==> src/hw/stream_if.sv <==
// valid/ready byte stream between the framer and its buffer
`timescale 1ns/100ps
interface stream_if #(parameter int W = 8);
  logic [W-1:0] data;
  logic valid;
  logic ready;
  modport source(output data, output valid, input ready);
  modport sink(input data, input valid, output ready);
endinterface

==> src/hw/byte_fifo.sv <==
// shift-down fifo whose head and flags sit in flip-flops
`timescale 1ns/100ps
module byte_fifo #(
  parameter int W = 8,
  parameter int D = 8
) (
  input wire logic clock,
  input wire logic rst_n,
  stream_if.sink push,
  stream_if.source pop,
  output logic [D-1:0] occ
);
  logic [W-1:0] mem_reg [D];
  logic [D-1:0] vld_reg;
  logic [D-1:0] vld_sh;
  logic [D-1:0] push_mask;
  logic do_pop;

  assign do_pop = pop.valid && pop.ready;
  // no push while full even if a pop frees a slot; keeps ready a flop term
  assign push.ready = !vld_reg[D-1];
  assign pop.valid = vld_reg[0];
  assign pop.data = mem_reg[0];
  assign occ = vld_reg;

  always_comb begin
    vld_sh = do_pop ? (vld_reg >> 1) : vld_reg;
    push_mask = (push.valid && push.ready) ? ((vld_sh + 1'h1) & ~vld_sh)
                                           : '0;
  end

  always_ff @(posedge clock or negedge rst_n) begin
    if (!rst_n) begin
      vld_reg <= '0;
    end else begin
      vld_reg <= vld_sh | push_mask;
    end
  end

  for (genvar i = 0; i < D; i++) begin : g_slot
    always_ff @(posedge clock) begin
      if (push_mask[i]) begin
        mem_reg[i] <= push.data;
      end else if (do_pop) begin
        if (i < D - 1) begin
          mem_reg[i] <= mem_reg[(i + 1) % D];
        end
      end
    end
  end

  a_full_no_push: assert property (@(posedge clock) disable iff (!rst_n)
    vld_reg[D-1] && !do_pop |=> vld_reg == $past(vld_reg))
    else $error("fifo changed occupancy while full");
endmodule

==> src/flat_wrapper.sv <==
// flat-port wrapper written by rule: the top's interface ports become plain ports
module byte_fifo_flat 
#(
  parameter int W = 8,
  parameter int D = 8
)
  (clock, rst_n, occ, push_data, push_valid, push_ready, pop_data, pop_valid, pop_ready);
  stream_if #(.W(W)) push_i ();
  stream_if #(.W(W)) pop_i ();
  input wire logic clock;
  input wire logic rst_n;
  output logic [D-1:0] occ;
  input wire logic [$bits(push_i.data)-1:0] push_data;
  input wire logic [$bits(push_i.valid)-1:0] push_valid;
  output wire logic [$bits(push_i.ready)-1:0] push_ready;
  output wire logic [$bits(pop_i.data)-1:0] pop_data;
  output wire logic [$bits(pop_i.valid)-1:0] pop_valid;
  input wire logic [$bits(pop_i.ready)-1:0] pop_ready;
  assign push_i.data = push_data;
  assign push_i.valid = push_valid;
  assign push_ready = push_i.ready;
  assign pop_data = pop_i.data;
  assign pop_valid = pop_i.valid;
  assign pop_i.ready = pop_ready;
  byte_fifo #(.W(W), .D(D)) u_core (.clock(clock), .rst_n(rst_n), .push(push_i), .pop(pop_i), .occ(occ));
endmodule
==> config.mk <==
export PLATFORM = sky130hd
export DESIGN_NAME = byte_fifo_flat
export DESIGN_NICKNAME = d
export VERILOG_FILES = /design/src/hw/stream_if.sv /design/src/hw/byte_fifo.sv /design/src/flat_wrapper.sv
export SDC_FILE = /design/constraint.sdc
export NUM_CORES = 1
export LEC_CHECK = 0
export BUFFER_PORTS_ARGS = -buffer_cell sky130_fd_sc_hd__buf_2
export CORE_MARGIN = 2
export CORE_UTILIZATION = 40
export DETAILED_ROUTE_END_ITERATION = 12
export PLACE_DENSITY = 0.64
export SLEW_MARGIN = 20
export SYNTH_ARGS = -nofsm -noshare
export SYNTH_HDL_FRONTEND = slang
export SYNTH_SLANG_ARGS = --single-unit
==> constraint.sdc <==
create_clock -name clock -period 2.52 [get_ports clock]
set_input_delay 0.126 -clock clock [delete_from_list [all_inputs] [get_ports clock]]
set_output_delay 0.126 -clock clock [all_outputs]
set_load 0.02 [all_outputs]
; Word-level counts from Yosys, hierarchy flattened
; Memory sizes are Yosys's and may differ from the RTL's.
; Cells that the tools add are included.
[word_totals]
output_inout_bits = 18
mem_bits_rw = 64
mem_count = 1
regBits = 8
[op_classes]
bitwise_logic = 10
reduce_logical = 4
n_mux = 43
addsub = 1
[mem_list]
columns = name, words, word_bits, rd, rd_clocked_by_memory_dff, wr, line
row1 = u_core.mem_reg, 8, 8, 8, 0, 7, byte_fifo.sv:13  ; logic [W-1:0] mem_reg [D];
[op_table]
columns = operator, n
row1 = $mux W8, 10
row2 = $mux W1, 32
row3 = $add A8 B1 Y8 const B, 1
row4 = $and A8 B8 Y8, 1
row5 = $not A8 Y8, 1
row6 = $or A8 B8 Y8, 1
row7 = $reduce_or A8 Y1, 1
row8 = $or A1 B1 Y1, 7
row9 = $mux W3, 1
row10 = $logic_and A1 B1 Y1, 2
row11 = $logic_not A1 Y1, 1

; Depth between registers and ports, before layout
[logic_depth]
word_depth = 9
depth_mapped = 5
ltp_nobuf = 3

; Worst setup path before layout
; OpenSTA, ideal clock, no wires.
[synth_path]
kind = register to register
from = reg u_core.vld_reg[7] (netlist: u_core.occ[7])
to = mem u_core.mem_reg[7][0] (netlist: u_core.mem_reg[1][24]), enable pin
stages_incl_launch_ff = 4
synth_period_minus_slack_ns = 2.261
path_buffers = 1
slack_ns = 0.259
setup_time_ns = 0.395
arrival_time_ns = 1.867
cell_sequence = dfrtp_1 > nand4b_4 > buf_2 > nor4_1
[synth_rtl]
columns = item, line
row1 = from (decl), byte_fifo.sv:14  ; logic [D-1:0] vld_reg;
row2 = from (signal assigned), byte_fifo.sv:36  ; vld_reg <= vld_sh | push_mask;
row3 = to (decl), byte_fifo.sv:13

==> metrics.txt <==
Clock Tree Buf Depth 2; clock group share of total power 0.254; area delta synth->final 11.4%; Fin. Hold Viols 0; dpl hpwl 3620 um; Routed WL 5060 um; Psw 0.853 mW; Worst path top cell family by delay compound AO/OA/AOI/OAI gates; Max FO, Critical Path 15; Core Area 8130 um^2; IO Pins 30; All-Layer GR Usage 0.127; crit path DAT 2.06 ns; syn_area_per_cell 15.9 um^2; Residual DRC 0; Int Power 2.21 mW; status complete, no violations; worst slew pin tran 0.655 ns; Post-Syn Nets 221; synth unique cells 37; Critical Path RT 2.61 ns; # clock sinks 72; Avg WL per Cell 14.5 um; Final Total Pwr 3.06 mW; crit end category flip-flop; Clk Latency, worst-skew pair 0.35 ns; final critical-path share of the clock period 0.781; Gate Count Post-Synth 209; vias per inst 4.95; Mapped Area 3320 um^2; Final Max Tran Viols 0; Total Nets Final 251; startpoint class of the critical path flip-flop; largest net degree at the start of global routing 18; Port Buf Inserts 29; Setup Buffers After CTS 0; YS warnings 0; worst hold path type in2reg; Sw Ratio 0.279; layout cells sized above 1 0.451; Gate power share 0.205; routability cong. 0.775; Crit path largest cell delay 0.53 ns; Finish-stage setup viols 0; sequential element share of the synthesized area 0.640; setup tns final 0 ns; global-route wire length before repair 8680 um; total gr overflow 0; Setup Crit Path Kind reg2reg; cts bufs inserted 9; power density over the cells 827 nW/um^2; fmax 508 MHz; die footprint 9040 um^2; max_slew headroom 0.562; CTS resizes 0; Antenna Cells 0; initial antenna violation count 0; CP bufs+invs 0; Pleak 1.34 nW; H-Tree Depth 3; Final Skew 0.00936 ns; post-route cell area 3700 um^2; Reg clk slew, reported paths 0.07 ns; cts hold-fix bufs 1; DRT antenna net count 0; row count 33; sequential power share 0.541; max reg flops 64; worst-path cell with the longest stage delay o31a_1; Synth Register Bits 72; number of global-route vias before repair 1760; FILL cells 713; RSZ-0062 raised after global routing no; DR vias 1727; placed cell areas 3520 um^2; Max VDD drop 0.000279 V; CTS Root Cell clkbuf_8; Starting Density 0.408; Critical Path, Cell by Cell nand4b_4, o31a_1, mux2_4; CTS tree done; Final Util 0.455; Die Y 95.1 um; Final min period 1.97 ns; DRT Pass-1 Iters 4; maxcap violations 0; drt initial violations 62; Die Wd 95.1 um
## final cells by class
cell class | instances | area, um^2 | share of cell area
tap | 105 | 131 | 0.0355
clock inverter | 6 | 36.3 | 0.00981
clock buffer | 10 | 128 | 0.0345
inverter | 5 | 18.8 | 0.00508
multi-input combinational | 117 | 1080 | 0.291
sequential | 72 | 2120 | 0.574
timing repair buffer | 34 | 185 | 0.0501
## final timing paths
check                                     start                    end  slack, ns  depth (start not counted)
hold reg to reg            u_core.mem_reg[1][2]  u_core.mem_reg[0][26]       0.54                          1
setup reg to reg                  u_core.occ[7]   u_core.mem_reg[1][7]       0.55                          3
min in group asynchronous                 rst_n          u_core.occ[6]       0.16                          2
max in group asynchronous                 rst_n          u_core.occ[7]       2.19                          2
setup / recovery                  u_core.occ[7]   u_core.mem_reg[1][7]       0.55                          3
hold / removal                     push_data[1]  u_core.mem_reg[1][25]       0.08                          1
## per-layer routing
layer  routed length [um]  GRT usage
met3                  175     0.0403
met4                   99     0.0616
met2                 2370      0.190
met5                    0          0
met1                 2420      0.167
## cell families (layout without fill, tap and decap cells)
family                 Yosys count  in the layout  share of synthesized area
DFF                             72             72                      0.640
muxes                           56             56                      0.199
buffers and inverters           20             55                     0.0362
AOI/OAI and AO/OA               27             27                     0.0603
and+or+nand+nor                 34             34                     0.0649
## stage by stage
stage / instances / setup WS, ns / hold WS (ns)
after global placement: 332 / 0.583 / -0.0231
after detailed placement: 332 / 0.562 / -0.0206
final: 349 / 0.551 / 0.0763
after CTS: 349 / 0.547 / 0.0701
after floorplan: 209 / 0.259 / -0.170
after global routing: 349 / 0.407 / 0.0760
## cells in the final DEF, fill, tap and decap left out, types with 2 or more instances in the layout
cell         n
a21oi_1      7
and2_1       2
and3b_1      3
buf_2       29
buf_4        4
clkbuf_8     9
clkinv_1     3
clkinvlp_4   2
dfrtp_1      8
edfxtp_1    64
inv_1        4
mux2_2      48
mux2_4       8
nand2_1      3
nand2b_1     4
nor2_1       9
nor2_2       2
nor3_1       2
nor4_1       2
o21a_1       2
o21ai_0      6
o21ai_2      3
o32a_1       2
## power by group through the flow
stage | Combinational (mW) | Sequential, mW | Clock, mW
floorplan | 0.489 | 1.69 | 0
global placement | 0.619 | 1.67 | 0
detailed placement | 0.630 | 1.68 | 0
CTS | 0.634 | 1.66 | 0.798
global route | 0.689 | 1.68 | 0.853
finish | 0.627 | 1.66 | 0.776
## synthesized netlist by cell type, drive strengths merged
master   instances  area, um^2
edfxtp          64        1920
mux2            56         661
buf             13        93.8
nor2            11        46.3
o21ai            9        56.3
dfrtp            8         200
a21oi            7        35.0
inv              4        15.0
nand2b           4        25.0
and3b            3        26.3
nand2            3        11.3
and2             2        12.5
clkbuf           2        7.51
nor3             2        10.0
nor4             2        12.5
o21a             2        15.0
o32a             2        20.0
a21boi           1        7.51
a221o            1        10.0
a2bb2oi          1        8.76
a32oi            1        8.76
and4b            1        10.0
and4bb           1        12.5
clkinv           1        3.75
nand3            1        5.00
nand4            1        6.26
nand4b           1        23.8
nor3b            1        7.51
o22a             1        8.76
o31a             1        8.76
o31ai            1        21.3
or3              1        6.26
No activity file was read; power rests on OpenSTA's default activity.
